--- src/include/spimsd_pkg.sv ---
// constants and types shared by the serial master status and data block
package spimsd_pkg;
  // register byte addresses on the apb bus
  localparam logic [7:0] SPIMSD_OFF_CTRL = 8'h00;
  localparam logic [7:0] SPIMSD_OFF_STAT = 8'h04;
  localparam logic [7:0] SPIMSD_OFF_DATA = 8'h08;
  // control register fields
  localparam int SPIMSD_CTRL_RATE_HI = 7;
  localparam int SPIMSD_CTRL_EN = 6;
  localparam int SPIMSD_CTRL_SEL_CHK_DIS = 5;
  localparam int SPIMSD_CTRL_MASTER = 4;
  localparam int SPIMSD_CTRL_CLOCK_POLARITY = 3;
  localparam int SPIMSD_CTRL_CLOCK_PHASE = 2;
  localparam int SPIMSD_CTRL_RATE_MID = 1;
  localparam int SPIMSD_CTRL_RATE_LO = 0;
  localparam logic [7:0] SPIMSD_CTRL_RESET = 8'h14;
  // status register fields
  localparam int SPIMSD_STAT_DONE = 7;
  localparam int SPIMSD_STAT_COLLIDE = 6;
  localparam int SPIMSD_STAT_FAULT = 4;
  // rate code that hands the clock to the external baud generator
  localparam logic [2:0] SPIMSD_RATE_EXT = 3'h7;
  // clock edges in one byte exchange, counted from zero
  localparam logic [4:0] SPIMSD_LAST_EDGE = 5'h0F;
  localparam int SPIMSD_DIV_W = 7;

  typedef enum logic {SPIMSD_IDLE, SPIMSD_RUN} spimsd_state_t;
endpackage

--- src/include/spimsd_if.sv ---
// link between the register side and the byte shifter
`timescale 1ns/1ps
interface spimsd_if;
  logic start;
  logic abort;
  logic tick;
  logic clock_polarity;
  logic clock_phase;
  logic miso;
  logic [7:0] tx;
  logic busy;
  logic done;
  logic sck;
  logic mosi;
  logic [7:0] rx;

  modport ctrl (
    output start, abort, tick, clock_polarity, clock_phase, miso, tx,
    input busy, done, sck, mosi, rx
  );
  modport shift (
    input start, abort, tick, clock_polarity, clock_phase, miso, tx,
    output busy, done, sck, mosi, rx
  );
endinterface

--- src/logic/spimsd_top.sv ---
// serial master: apb registers, status flags, receive buffer, rate divider
//
// What this block does
// - set transfer done flag, status bit 7, when a byte exchange ends.
// - clear transfer done when an exchange starts or the clear sequence ends.
// - set write collision flag, status bit 6, on a colliding data write.
// - write collision stays low without a collision; clear sequence clears it.
// - set mode fault flag, status bit 4, on select level wrong for mode.
// - mode fault stays clear with proper select level or after clear sequence.
// - status bits 5 and 3..0 reserved; software writes no ones there.
// - after reset status bits 7, 6 and 4 read zero.
// - a data write loads the shift register directly, no transmit buffer.
// - a data read returns the receive buffer, never the live shift register.
// - data register holds eight received bits; reads zero after reset.
// - all registers may be read and written whenever no exchange runs.
// - clearing enable during an exchange stops the peripheral at once.
// - a data write during an exchange is a write collision condition.
// - transmit interrupt request follows the transfer done flag.
// - receive error request follows mode fault unless select check disabled.
// - rate codes 0..6 divide by 2 to 128; code 7 uses baud ticks.
// - polarity sets idle clock level; phase picks leading or trailing sampling.
`timescale 1ns/1ps
module spimsd_top
  import spimsd_pkg::*;
(
  // clock and reset
  input wire logic i_clk_sys,
  input wire logic i_srst,
  // apb slave
  input wire logic i_psel,
  input wire logic i_penable,
  input wire logic i_pwrite,
  input wire logic [7:0] i_paddr,
  input wire logic [31:0] i_pwdata,
  output logic o_pready,
  output logic [31:0] o_prdata,
  output logic o_pslverr,
  // serial link
  output logic o_sck,
  output logic o_mosi,
  input wire logic i_miso,
  input wire logic i_ss_n,
  // external baud generator, one pulse per half clock period
  input wire logic i_brg_tick,
  // interrupt requests
  output logic o_irq_tx,
  output logic o_irq_rx
);

  typedef struct packed {
    logic [7:0] ctrl;
    logic done_f;
    logic write_collision_flag;
    logic mode_fault_flag;
    logic armed;
    logic [7:0] rxbuf;
    logic [SPIMSD_DIV_W-1:0] div;
    logic pready;
    logic pslverr;
    logic [31:0] prdata;
    logic irq_tx;
    logic irq_rx;
    logic ss_m;
    logic ss_s;
    logic miso_m;
    logic miso_s;
    logic start;
    logic [7:0] txb;
  } spimsd_regs_t;

  localparam spimsd_regs_t SPIMSD_REGS_RST = '{
    ctrl: SPIMSD_CTRL_RESET,
    ss_m: 1'b1,
    ss_s: 1'b1,
    default: '0
  };

  // half period of the serial clock in system clocks
  function automatic logic [SPIMSD_DIV_W-1:0] spimsd_half(input logic [2:0] code);
    spimsd_half = SPIMSD_DIV_W'(1) << code;
  endfunction

  function automatic logic spimsd_hit(input logic [7:0] a, input logic [7:0] off);
    spimsd_hit = (a == off);
  endfunction

  spimsd_regs_t r;
  spimsd_regs_t next_r;
  spimsd_if sbus ();

  logic setup;
  logic acc;
  logic hit_ctrl;
  logic hit_stat;
  logic hit_data;
  logic wr_data;
  logic busy;
  logic fault;
  logic tick;
  logic [2:0] rate;
  logic [7:0] stat_word;

  always_comb
  begin
    setup = i_psel && !i_penable;
    acc = i_psel && i_penable && r.pready;
    hit_ctrl = spimsd_hit(i_paddr, SPIMSD_OFF_CTRL);
    hit_stat = spimsd_hit(i_paddr, SPIMSD_OFF_STAT);
    hit_data = spimsd_hit(i_paddr, SPIMSD_OFF_DATA);
    wr_data = acc && i_pwrite && hit_data;
    // a start pulse not yet seen by the shifter counts as running
    busy = sbus.busy || r.start;
    // a master sees a low select as another master driving the bus
    fault = r.ctrl[SPIMSD_CTRL_EN] && r.ctrl[SPIMSD_CTRL_MASTER] && !r.ss_s;
    rate = {r.ctrl[SPIMSD_CTRL_RATE_HI], r.ctrl[SPIMSD_CTRL_RATE_MID],
      r.ctrl[SPIMSD_CTRL_RATE_LO]};
    if (rate == SPIMSD_RATE_EXT)
      tick = i_brg_tick;
    else
      tick = (r.div == spimsd_half(rate) - SPIMSD_DIV_W'(1));
    // reserved bits read as zero
    stat_word = '0;
    stat_word[SPIMSD_STAT_DONE] = r.done_f;
    stat_word[SPIMSD_STAT_COLLIDE] = r.write_collision_flag;
    stat_word[SPIMSD_STAT_FAULT] = r.mode_fault_flag;
  end

  always_comb
  begin
    next_r = r;
    next_r.start = 1'b0;
    // pin synchronisers
    next_r.ss_m = i_ss_n;
    next_r.ss_s = r.ss_m;
    next_r.miso_m = i_miso;
    next_r.miso_s = r.miso_m;

    // apb answer one cycle after setup, so every access has one wait-free access phase
    next_r.pready = setup;
    next_r.pslverr = setup && !(hit_ctrl || hit_stat || hit_data);
    next_r.prdata = '0;
    if (setup && !i_pwrite)
    begin
      if (hit_ctrl)
        next_r.prdata[7:0] = r.ctrl;
      else if (hit_stat)
        next_r.prdata[7:0] = stat_word;
      else if (hit_data)
        next_r.prdata[7:0] = r.rxbuf;
    end

    // control writes take effect at any time; software keeps them steady mid-byte
    if (acc && i_pwrite && hit_ctrl)
      next_r.ctrl = i_pwdata[7:0];

    // first half of the clear sequence
    if (acc && !i_pwrite && hit_stat)
      next_r.armed = 1'b1;
    // second half: any data access after the status read
    if (acc && hit_data && r.armed)
    begin
      next_r.armed = 1'b0;
      next_r.done_f = 1'b0;
      next_r.write_collision_flag = 1'b0;
      next_r.mode_fault_flag = 1'b0;
    end

    if (wr_data)
    begin
      if (busy)
        next_r.write_collision_flag = 1'b1;
      else if (r.ctrl[SPIMSD_CTRL_EN] && r.ctrl[SPIMSD_CTRL_MASTER])
      begin
        next_r.start = 1'b1;
        next_r.txb = i_pwdata[7:0];
        next_r.done_f = 1'b0;
      end
    end

    // hardware sets come last so they win over a clear in the same cycle
    if (sbus.done)
    begin
      next_r.done_f = 1'b1;
      next_r.rxbuf = sbus.rx;
    end
    if (fault)
      next_r.mode_fault_flag = 1'b1;

    // rate divider runs only during an exchange
    if (!sbus.busy || tick)
      next_r.div = '0;
    else
      next_r.div = r.div + SPIMSD_DIV_W'(1);

    next_r.irq_tx = next_r.done_f;
    next_r.irq_rx = next_r.mode_fault_flag && !next_r.ctrl[SPIMSD_CTRL_SEL_CHK_DIS];
  end

  always_ff @(posedge i_clk_sys)
  begin
    if (i_srst)
      r <= SPIMSD_REGS_RST;
    else
      r <= next_r;
  end

  // shifter control
  assign sbus.start = r.start;
  assign sbus.tx = r.txb;
  assign sbus.abort = !r.ctrl[SPIMSD_CTRL_EN] || !r.ctrl[SPIMSD_CTRL_MASTER];
  assign sbus.tick = tick;
  assign sbus.clock_polarity = r.ctrl[SPIMSD_CTRL_CLOCK_POLARITY];
  assign sbus.clock_phase = r.ctrl[SPIMSD_CTRL_CLOCK_PHASE];
  assign sbus.miso = r.miso_s;

  spimsd_shifter u_shifter (
    .i_clk_sys(i_clk_sys),
    .i_srst(i_srst),
    .bus(sbus.shift)
  );

  assign o_pready = r.pready;
  assign o_prdata = r.prdata;
  assign o_pslverr = r.pslverr;
  assign o_sck = sbus.sck;
  assign o_mosi = sbus.mosi;
  assign o_irq_tx = r.irq_tx;
  assign o_irq_rx = r.irq_rx;
endmodule // spimsd_top

--- src/logic/spimsd_shifter.sv ---
// byte shifter that drives the serial clock and data lines
`timescale 1ns/1ps
module spimsd_shifter
  import spimsd_pkg::*;
(
  // clock and reset
  input wire logic i_clk_sys,
  input wire logic i_srst,
  // register side
  spimsd_if.shift bus
);

  typedef struct packed {
    spimsd_state_t state;
    logic [4:0] edges;
    logic [7:0] sh;
    logic [7:0] rx;
    logic sck;
    logic mosi;
    logic done;
  } spimsd_shreg_t;

  spimsd_shreg_t r;
  spimsd_shreg_t next_r;

  always_comb
  begin
    next_r = r;
    next_r.done = 1'b0;
    unique case (r.state)
      SPIMSD_IDLE:
      begin
        next_r.sck = bus.clock_polarity;
        if (bus.start && !bus.abort)
        begin
          next_r.state = SPIMSD_RUN;
          next_r.edges = '0;
          // phase 0 puts the first bit out before the first edge
          next_r.sh = bus.clock_phase ? bus.tx : {bus.tx[6:0], 1'b0};
          next_r.mosi = bus.clock_phase ? r.mosi : bus.tx[7];
        end
      end
      SPIMSD_RUN:
      begin
        if (bus.abort)
        begin
          next_r.state = SPIMSD_IDLE;
          next_r.sck = bus.clock_polarity;
        end
        else if (bus.tick)
        begin
          next_r.sck = ~r.sck;
          // even edges leave idle, odd edges return to it
          if (r.edges[0] == bus.clock_phase)
            next_r.rx = {r.rx[6:0], bus.miso};
          else
          begin
            next_r.mosi = r.sh[7];
            next_r.sh = {r.sh[6:0], 1'b0};
          end
          if (r.edges == SPIMSD_LAST_EDGE)
          begin
            next_r.state = SPIMSD_IDLE;
            next_r.done = 1'b1;
          end
          else
            next_r.edges = r.edges + 5'h01;
        end
      end
    endcase
  end

  always_ff @(posedge i_clk_sys)
  begin
    if (i_srst)
      r <= '0;
    else
      r <= next_r;
  end

  assign bus.busy = (r.state == SPIMSD_RUN);
  assign bus.done = r.done;
  assign bus.sck = r.sck;
  assign bus.mosi = r.mosi;
  assign bus.rx = r.rx;
endmodule // spimsd_shifter

--- config.mk ---
export PLATFORM = sky130hd
export DESIGN_NAME = spimsd_top
export DESIGN_NICKNAME = d
export VERILOG_FILES = /design/src/include/spimsd_pkg.sv /design/src/include/spimsd_if.sv /design/src/logic/spimsd_top.sv /design/src/logic/spimsd_shifter.sv
export SDC_FILE = /design/constraint.sdc
export NUM_CORES = 1
export LEC_CHECK = 0
export BUFFER_PORTS_ARGS = -buffer_cell sky130_fd_sc_hd__buf_2
export CAP_MARGIN = 20
export CORE_AREA = 2 2 89 91
export CTS_BUF_LIST = sky130_fd_sc_hd__clkbuf_4
export CTS_CLUSTER_SIZE = 25
export DETAILED_ROUTE_END_ITERATION = 8
export DIE_AREA = 0 0 91 93
export PLACE_DENSITY = 0.76
export SLEW_MARGIN = 5
export SYNTH_ARGS = -nofsm -noshare
export SYNTH_HDL_FRONTEND = slang
export SYNTH_SLANG_ARGS = --single-unit
--- constraint.sdc ---
create_clock -name i_clk_sys -period 2.8 [get_ports i_clk_sys]
set_input_delay 0.14 -clock i_clk_sys [delete_from_list [all_inputs] [get_ports i_clk_sys]]
set_output_delay 0.14 -clock i_clk_sys [all_outputs]
set_load 0.02 [all_outputs]
## Yosys cells after proc, flatten, opt, wreduce, memory -nomap -nowiden

Cells that the tools add are included.
W data, S select, Z words.

- Add/subtract/negate cells: 3
- Equality and inequality tests: 13
- Shift operators: 1
- Muxes and demuxes: 31
- Bitwise gates (word level): 7
- Reduce and logical (&&, ||, !) cells: 41

Operators with widths:

| cell | number |
|---|---|
| $mux W8 | 6 |
| $pmux W14 S2 | 1 |
| $mux W25 | 1 |
| $mux W21 | 1 |
| $logic_and A1 B1 Y1 | 16 |
| $mux W1 | 14 |
| $mux W14 | 1 |
| $reduce_and A4 Y1 | 3 |
| $ne A2 B2 Y1 const B | 5 |
| $logic_not A1 Y1 | 9 |
| $mux W9 | 1 |
| $eq A8 B3 Y1 const B | 1 |
| $eq A8 B4 Y1 const B | 1 |
| $logic_not A8 Y1 | 1 |
| $add A7 B1 Y7 const B | 1 |
| $eq A7 B7 Y1 | 1 |
| $not A1 Y1 | 7 |
| $shl A1 B3 Y7 const A | 1 |
| $sub A7 B1 Y7 const B | 1 |
| $mux W6 | 1 |
| $reduce_or A2 Y1 | 3 |
| $add A5 B1 Y5 const B | 1 |
| $eq A5 B4 Y1 const B | 1 |
| $logic_or A1 B1 Y1 | 5 |
| other kinds (12) | 13 |

- Bits in registers: 100
- Bits of input ports: 48
- Word-level logic and storage cells: 122

## Depth between registers and ports, before layout

Gate-level depths: netlist (run 1).

- Word-level depth: 10
- Gate-level depth with buffers: 13

## By module

A second synthesis (run 1) with hierarchy kept.

- Cell total of the unflattened synthesis: 398
- Area, all modules: 3751.1 sq um

By module, submodules not included:

| module | instances | cells an instance | area an instance (sq um) | seq. area each (sq um) |
|---|---|---|---|---|
| spimsd_top | 1 | 252 | 2374.8 | 1021.0 |
| spimsd_shifter | 1 | 146 | 1376.3 | 500.5 |

## Worst setup path after synthesis (run 1)

No wires, ideal clock.

- Path kind: reg-to-reg
- Start point: register r[75] (netlist bit)
- End point: register u_shifter.r[12] (netlist bit)
- Setup time: 0.070 ns
- Data arrival time: 2.643 ns
- Data required time: 2.730 ns
- Setup slack: 0.087 ns
- Stages on the path, launching flop included: 13
- Buffers on the path: 4
- Cell sequence: dfxtp_1 > buf_6 > or3_1 > ha_1 > buf_2 > or3b_2 > o221ai_1 > a2111oi_0 > and4b_1 > buf_2 > or2_1 > buf_2 > a21oi_1

- Word-level cells in the longest chain between the ends: 6
- Elaborated cells between the ends (all ways): 7
- Classes of those cells: add/sub: 1; eq/ne: 3; shift: 1; mux: 1; reduce/logical: 1

RTL lines:

| item | RTL line | source |
|---|---|---|
| from (decl) | spimsd_top.sv:87 | `spimsd_regs_t r;` |
| from (signal assigned) | spimsd_top.sv:204 | `r <= next_r;` |
| $shl A1 B3 Y7 | spimsd_top.sv:80 | `spimsd_half = SPIMSD_DIV_W'(1) << code;` |
| $sub A7 B1 Y7 | spimsd_top.sv:120 | `tick = (r.div == spimsd_half(rate) - SPIMSD_DIV_W'(1));` |
| $eq A7 B7 Y1 | spimsd_top.sv:120 |  |
| $mux W1 (*) | spimsd_top.sv:117 | `if (rate == SPIMSD_RATE_EXT)` |
| $ne A2 B2 Y1 (no source line) (*) | - |  |
| $reduce_and A4 Y1 (no source line) (*) | - |  |
| to (signal assigned) | spimsd_shifter.sv:78 | `r <= next_r;` |
| to (decl) | spimsd_shifter.sv:23 | `spimsd_shreg_t r;` |

Mark *: on every way between the ends. The rest lies on a longest branch, timed or not.
A chain may end at the register's enable or synchronous reset.

## Worst setup path after layout (run 1)

- Start point: register r[69] (netlist bit)
- End point: register u_shifter.r[19] (netlist bit)

The elaborated chain is that of the path after synthesis.

==> results of run 1 <==
[cells in the final DEF (no fill, tap or decap), types with 4 or more instances in the layout]
master         count
nor2b_1            7
xor2_1             5
clkbuf_4          10
dlygate4sd3_1     12
dfxtp_1           76
nor2_1            52
a21oi_1           33
inv_1              8
mux2i_1           32
o31ai_1            9
buf_2             37
nand3_1           15
buf_4             13
a22oi_1            5
and3_1             4
xnor2_1            6
conb_1            24
or2_2              5
nand2_1           18
o21ai_0           11
[path summary, 6_finish.rpt]
| check | to | from | cells after the start |
|---|---|---|---|
| worst min register to register | r[11] | next_r[11] | 1 |
| worst max-delay path | u_shifter.r[19] | r[69] | 9 |
| worst max register to register | u_shifter.r[19] | r[69] | 9 |
| worst min-delay path | sbus.tx[5] | i_pwdata[5] | 3 |
[sequential cells by signal (all words and copies together), names as in the netlist, 2 cells and up]
| name | flops |
|---|---|
| next_r | 2 |
| o_prdata | 8 |
| r | 27 |
| sbus.tx | 8 |
| u_shifter.bus.rx | 8 |
| u_shifter.r | 13 |
[logic make-up after synthesis]
| kind of cell | Yosys count | share of synthesized area, % |
|---|---|---|
| adders and majority gates | 4 | 1.38 |
| AOI/OAI and AO/OA | 83 | 14.9 |
| buffers and inverters | 63 | 10.6 |
| DFF | 76 | 41.9 |
| xor gates and xnor gates | 11 | 2.65 |
| other | 1 | 0.103 |
| and+or+nand+nor | 136 | 19.3 |
| muxes | 33 | 9.13 |
[final cells by class]
| type | count | area, um2 | area share, % |
|---|---|---|---|
| multi-input combinational | 291 | 1830 | 45.5 |
| clock inverter | 6 | 31.3 | 0.779 |
| inverter | 8 | 30.0 | 0.747 |
| clock buffer | 10 | 75.1 | 1.87 |
| tap | 102 | 128 | 3.18 |
| sequential | 76 | 1520 | 37.9 |
| timing repair buffer | 62 | 403 | 10.0 |
[metrics by stage]
stage          instances  hold slack [ns]  worst slack, ns  cell area [um2]
2_1_floorplan        430            0.235           0.0870             3720
3_3_place_gp         527            0.332            0.134             3770
3_5_place_dp         527            0.334           0.0580             3770
4_1_cts              555           0.0112           0.0278             4000
5_1_grt              555           0.0311           0.0582             4020
6_report             555           0.0313            0.248             4020
[layer usage]
| metal | global-route usage [%] | wire length (um) | up-vias |
|---|---|---|---|
| met5 | 0 | 0 | - |
| met4 | 5.68 | 35 | 0 |
| met3 | 6.20 | 503 | 4 |
| met2 | 30.2 | 3540 | 87 |
| met1 | 22.0 | 3280 | 1324 |
| li1 | - | - | 1466 |
[power by group]
group | leakage, nW | internal (mW) | switching (mW) | total [mW]
clock | 0.0549 | 0.182 | 0.357 | 0.539
combinational | 0.991 | 0.0315 | 0.0641 | 0.0956
sequential | 0.613 | 1.08 | 0.000972 | 1.09
total | 1.66 | 1.30 | 0.422 | 1.72
[worst register-to-register path, cell delays in order, from the launching register on]
cell and delay [ns]:
dfxtp_1 0.38, or3_1 0.37, ha_2 0.25, o211a_1 0.14, a211oi_1 0.31, a2bb2oi_2 0.25, and4b_1 0.29, buf_4 0.19
nand2_1 0.11, o22ai_1 0.19
[timing repair]
action,CTS,global route
resized for setup,0,5
hold endpoints to repair,18,0
setup endpoints to repair,0,21
hold buffers,12,0
==> summary.md, run 1 <==
| Metric | Value |
|---|---|
| Outcome | finished clean |
| Core area | 7530 um2 |
| Layout Utilization | between 50% and 60% |
| Fillers | 713 |
| Endpoint type of the worst setup path | flop |
| Power Density | roughly 430 nW/um2 |
| Clk sink count | 76 |
| Final Hold Fails | 0 |
| FP Rows | 32 |
| Count of final setup violators | 0 |
| Tmin final | ~2.6 ns |
| Top cell type by total area after synthesis | dfxtp_1 |
| Rel. slew slack | between 50% and 60% |
| Area added between synthesis and finish | 10.6% |
| Initial drt markers | around 190 |
| Cells after synthesis | between 400 and 500 |
| Synth Warn # | 0 |
| Die W | a little over 90 um |
| Initial antenna violation count | 0 |
| LEAKAGE | around 1.7 nW |
| CP max-delay cell | dfxtp_1 |
| CP Buf/Inv Count | 1 |
| Crit path max fanout | 10 |
| FF-to-FF setup slack | between 0.2 and 0.25 ns |
| Total GRT Usage | a little under a fifth |
| Arrival time worst endpoint | 2.89 ns |
| Top cells by count, synth | dfxtp_1 (76), nor2_1 (52), buf_4 (34) |
| Post-synth top area share | a little over two fifths |
| Post-DP HPWL | just over 5 mm |
| N_diodes | 0 |
| Syn Std Cell Area | 3630 um2 |
| Clk slew on worst S/H paths | about 0.11 ns |
| Post-synthesis sequential area ratio | between 40% and 50% |
| Layout Skew | ~0.0088 ns |
| Top Ports | 86 |
| Hold Path Class | in2reg |
| WP data required | around 3.1 ns |
| DR vias/cell | roughly 5.2 |
| TritonRoute pass-1 iters | 4 |
| Share of post-route cells with drive strength above 1 | 18.3% |
| H-Tree Depth | 3 |
| Count of cell types in the netlist | 58 |
| Crit-path cells | or3_1 > ha_2 > o211a_1 > a211oi_1 > a2bb2oi_2 > and4b_1 > buf_4 > nand2_1 > o22ai_1 |
| Syn_area_per_cell | between 8 and 9 um2 |
| CP Launch Type | flop |
| Slew Limit Fails | 0 |
| Crit Path Class | reg2reg |
| Largest net degree at the start of global routing | 27 |
| Fmax | between 300 and 400 MHz |
| Die area | ~8500 um2 |
| Via count | between 2,000 and 3,000 |
| Vias in the first global route | ~2,700 |
| Final Cycle Share | between 90% and 100% |
| Clock Tree Root | clkbuf_4 |
| Nets | 500 |
| PortBufs | 37 |
| Top_reg_cell synth | dfxtp_1 |
| Top cells by area, synth | dfxtp_1 (42%), mux2i_1 (8.8%), buf_4 (7.0%) |
| Slew @ Worst Pin | between 0.6 and 0.7 ns |
| CTS tree | done |
| Gr ovfl total | 0 |
| VDD IR max | between 0.2 and 0.25 mV |
| Cell family with most CP delay | compound AO/OA/AOI/OAI gates |
| Share of flip-flops with an asynchronous set or reset | 0% |
| Crit path largest cell delay | between 0.3 and 0.4 ns |
| Num CTS Buffers | 9 |
| Total power | approximately 1.7 mW |
| ANT nets after route | 0 |
| Max cap viols | 0 |
| Starting Density | 48.2% |
| Routed length per instance | approximately 13 um |
| Top-count cell post-synth | dfxtp_1 |
| Unrepaired setup endpoints after global routing | no |
| Number of synthesized flops with an enable pin | 0 |
| Setup TNS | 0 ns |
| FF+latch count, synth | 76 |
| Post-Route WL | 7.36 mm |
| First-pass GRT wire length | about 12 mm |
| Die Y | ~93 um |
| Setup Buffers After CTS | 0 |
| Clock buffer depth | 2 |
| # DRC | 0 |
| Gpl congestion | 0.854 |
| Worst-skew pair later-pin latency | approximately 0.41 ns |
No activity file was read; power rests on OpenSTA's default activity.
==> run 2, diff against run 1 <==
ABC_AREA = 1   (was not set)
PLACE_DENSITY = 0.77   (was 0.76)
==> run 2 against run 1 <==
Effect of this change: critical path depth increased by 5; synthesized cell count increased by 25%; worst setup slack improved by 0.29 ns; global-route usage increased by 0.42 points; sequential power about the same; area after synthesis increased by 1.7%; non-clock buffer count decreased by 11; combinational power decreased by 1%; critical endpoint is now u_shifter.bus.rx[2]; largest cell class unchanged.
==> summary.md, run 2 <==
| Metric | Value |
|---|---|
| Outcome | finished clean (unchanged) |
| Most frequent cells in the layout | nand2_1 (99), dfxtp_1 (76), inv_1 (61) (was dfxtp_1 (76), nor2_1 (52), buf_2 (37)) |
| Count of cell types in the netlist | 38 (was 58) |
| Crit Reg-Reg Endpoint | u_shifter.bus.rx[2] (was u_shifter.r[19]) |
| Min-delay src | i_pwdata[7] (was i_pwdata[5]) |
| Final Hold Fails | 0 (unchanged) |
| Fillers | 758 (was 713) |
| Mux cell area share after synthesis | 0% (was 9.13%) |
| Setup Buffers After CTS | 0 (unchanged) |
| Clk slew on worst S/H paths | 0.12 ns (was 0.11 ns) |
| Worst-skew pair later-pin latency | 0.43 ns (was 0.41 ns) |
| Area added between synthesis and finish | 8.14% (was 10.6%) |
| Clk sink count | 76 (unchanged) |
| Most flops, register | r (unchanged) |
| # hold bufs at CTS | 9 (was 12) |
| Top cell type by total area after synthesis | dfxtp_1 (unchanged) |
| FF-to-FF Start | r[75] (was r[69]) |
| Slew Limit Fails | 0 (unchanged) |
| Layout Skew | 0.0122 ns (was 0.00885 ns) |
| Regs by FF count | r x27, u_shifter.r x13 (unchanged) |
| R2R depth | 14 (was 9) |
| Largest net degree at the start of global routing | 24 (was 27) |
| Hold Crit Depth | 3 (unchanged) |
| Starting Density | 49.0% (was 48.2%) |
| Clock Tree Root | clkbuf_4 (unchanged) |
| FF+latch count, synth | 76 (unchanged) |
| Top-count cell post-synth | nand2_1 (was dfxtp_1) |
| FP Rows | 32 (unchanged) |
| Final Cycle Share | 80.8% (was 91.1%) |
| Power Density | 438 nW/um2 (was 428 nW/um2) |
| Number of synthesized flops with an enable pin | 0 (unchanged) |
| Sequential cell area | 1520 um2 (unchanged) |
| Synth Warn # | 0 (unchanged) |
| Top Ports | 86 (unchanged) |
| TritonRoute pass-1 iters | 4 (unchanged) |
| Crit path max fanout | 16 (was 10) |
| Syn Std Cell Area | 3690 um2 (was 3630 um2) |
| Clock buffer depth | 2 (unchanged) |
| Top cells by count, synth | nand2_1 (99), dfxtp_1 (76), inv_1 (61) (was dfxtp_1 (76), nor2_1 (52), buf_4 (34)) |
| Share of flip-flops with an asynchronous set or reset | 0% (unchanged) |
| FF-to-FF setup slack | 0.54 ns (was 0.25 ns) |
| Die W | 91 um (unchanged) |
| Die Y | 93 um (unchanged) |
| Hold endpoint | sbus.tx[7] (was sbus.tx[5]) |
| Count of final setup violators | 0 (unchanged) |
| Post-synthesis sequential area ratio | 41.2% (was 41.9%) |
| Top_reg_cell synth | dfxtp_1 (unchanged) |
| Vias in the first global route | 2,830 (was 2,698) |
| Post-synthesis adder-cell area fraction | 1.36% (was 1.38%) |
| Post-synth top area share | 41.2% (was 41.9%) |
| WP data required | 3.12 ns (was 3.14 ns) |
| Multi-input logic area | 1670 um2 (was 1830 um2) |
| First-pass GRT wire length | 12.5 mm (was 12.3 mm) |
| LEAKAGE | 1.71 nW (was 1.66 nW) |
| Slew @ Worst Pin | 0.515 ns (was 0.649 ns) |
| Cells after synthesis | 510 (was 407) |
| Hold Path Class | in2reg (unchanged) |
| Placed insts | 628 (was 527) |
| Nets | 598 (was 500) |
| Rel. slew slack | 65.7% (was 56.4%) |
| Initial drt markers | 197 (was 192) |
| Initial antenna violation count | 1 (was 0) |
| Crit Path Class | reg2reg (unchanged) |
| Tmin final | 2.26 ns (was 2.55 ns) |
| ANT nets after route | 0 (unchanged) |
| Setup TNS | 0 ns (unchanged) |
| Routed length per instance | 11.3 um (was 13.3 um) |
| Post-synthesis simple-gate area fraction | 26.7% (was 19.3%) |
| Total power | 1.75 mW (was 1.72 mW) |
| Post-Route WL | 7.37 mm (was 7.36 mm) |
| Num CTS Buffers | 9 (unchanged) |
| VDD IR max | 0.301 mV (was 0.243 mV) |
| CTS tree | done (unchanged) |
| PortBufs | 37 (unchanged) |
| Syn_area_per_cell | 7.24 um2 (was 8.92 um2) |
| H-Tree Depth | 3 (unchanged) |
| Total GRT Usage | 18.5% (was 18.1%) |
| Top cells by area, synth | dfxtp_1 (41%), nand2_1 (10%), buf_4 (6.5%) (was dfxtp_1 (42%), mux2i_1 (8.8%), buf_4 (7.0%)) |
| # DRC | 0 (unchanged) |
| Post-DP HPWL | 5.39 mm (was 5.20 mm) |
| Largest family of logic cells by synthesized area | simple AND/OR/NAND/NOR gates (unchanged) |
| Gpl congestion | 0.829 (was 0.854) |
| Most common cell after layout, fill and taps aside | nand2_1 (was dfxtp_1) |
| Post-cts repair resize count | 0 (unchanged) |
| Synth Area in XOR/XNOR | 1.19% (was 2.65%) |
| Endpoint type of the worst setup path | flop (unchanged) |
| Compound-Gate Fraction of Synth Area | 13.7% (was 14.9%) |
| CP Launch Type | flop (unchanged) |
| Max cap viols | 0 (unchanged) |
| WHS | 0.0320 ns (was 0.0313 ns) |
| Share of post-route cells with drive strength above 1 | 14.3% (was 18.3%) |
| Core area | 7530 um2 (unchanged) |
| Unrepaired setup endpoints after global routing | no (unchanged) |
| Fmax | 442 MHz (was 392 MHz) |
| DR vias/cell | 4.90 (was 5.19) |
| Via count | 3,202 (was 2,881) |
| Arrival time worst endpoint | 2.58 ns (was 2.89 ns) |
| Gr ovfl total | 0 (unchanged) |
| Cell Count, Final, Fillers Out | 654 (was 555) |
| Die area | 8460 um2 (unchanged) |
| Largest register FFs | 27 (unchanged) |
==> run 2: changes by cell type in the layout (fill, tap and decap cells not counted), moves of 7 or more <==
cell / delta
a21oi_1: +11
nand2_1: +81
buf_4: -8
o21ai_0: +33
o31ai_1: -8
nor2b_1: -7
mux2i_1: -32
inv_1: +53
==> run 2: area by class of cell <==
type | instances | area share [%]
antenna | 1 | 0.0627
clock buffer | 9 | 1.69
clock inverter | 7 | 1.07
inverter | 64 | 6.08
multi-input combinational | 344 | 41.9
sequential | 76 | 38.1
tap | 102 | 3.20
timing repair buffer | 51 | 7.84
==> run 2: how the worst max path moves through the flow <==
stage,start,to,slack [ns]
floorplan,r[75],u_shifter.bus.rx[6],0.85
global placement,r[75],u_shifter.bus.rx[0],0.63
detailed placement,r[75],u_shifter.bus.rx[0],0.56
CTS,r[75],u_shifter.bus.rx[0],0.55
global route,r[75],u_shifter.bus.rx[0],0.32
finish,r[75],u_shifter.bus.rx[2],0.54
==> run 2: critical path, cell delays in order (launching register included) <==
cell and delay, ns:
dfxtp_1 0.59, nor2_4 0.07, nand2_1 0.09, ha_1 0.24
inv_1 0.08, nand2_1 0.09, nand3_1 0.08, nand2_1 0.07
nand2_1 0.06, nor2_2 0.09, nand3_2 0.12, nand2_4 0.16
nand3_4 0.17, o21ai_0 0.21, a21oi_1 0.06
==> run 2: routing by layer <==
metal | part of all wire, % | wire length, um | global-route usage [%]
met1 | 46 | 3390 | 22.5
met2 | 47 | 3460 | 31.5
met3 | 5.0 | 371 | 4.19
met4 | 2.1 | 156 | 7.95
met5 | 0 | 0 | 0
==> run 2: cell families after synthesis <==
| family | after synthesis |
|---|---|
| fa+ha+maj | 4 |
| other cells | 1 |
| xor+xnor | 5 |
| simple gates | 213 |
| buf+inv | 113 |
| compound gates | 98 |
| flops | 76 |
==> run 2: power breakdown <==
part	switching (mW)	leakage [nW]	internal (mW)
Combinational	0.0654	1.04	0.0290
Sequential	0.000977	0.613	1.08
Clock	0.389	0.0595	0.177
==> run 2: through the flow <==
step	worst slack (ns)	cell area (um2)	util (%)
6_report	0.536	3990	53.0
5_1_grt	0.319	3990	53.0
4_1_cts	0.548	3990	53.0
3_5_place_dp	0.564	3790	50.3
3_3_place_gp	0.635	3790	50.3
2_1_floorplan	0.854	3780	-
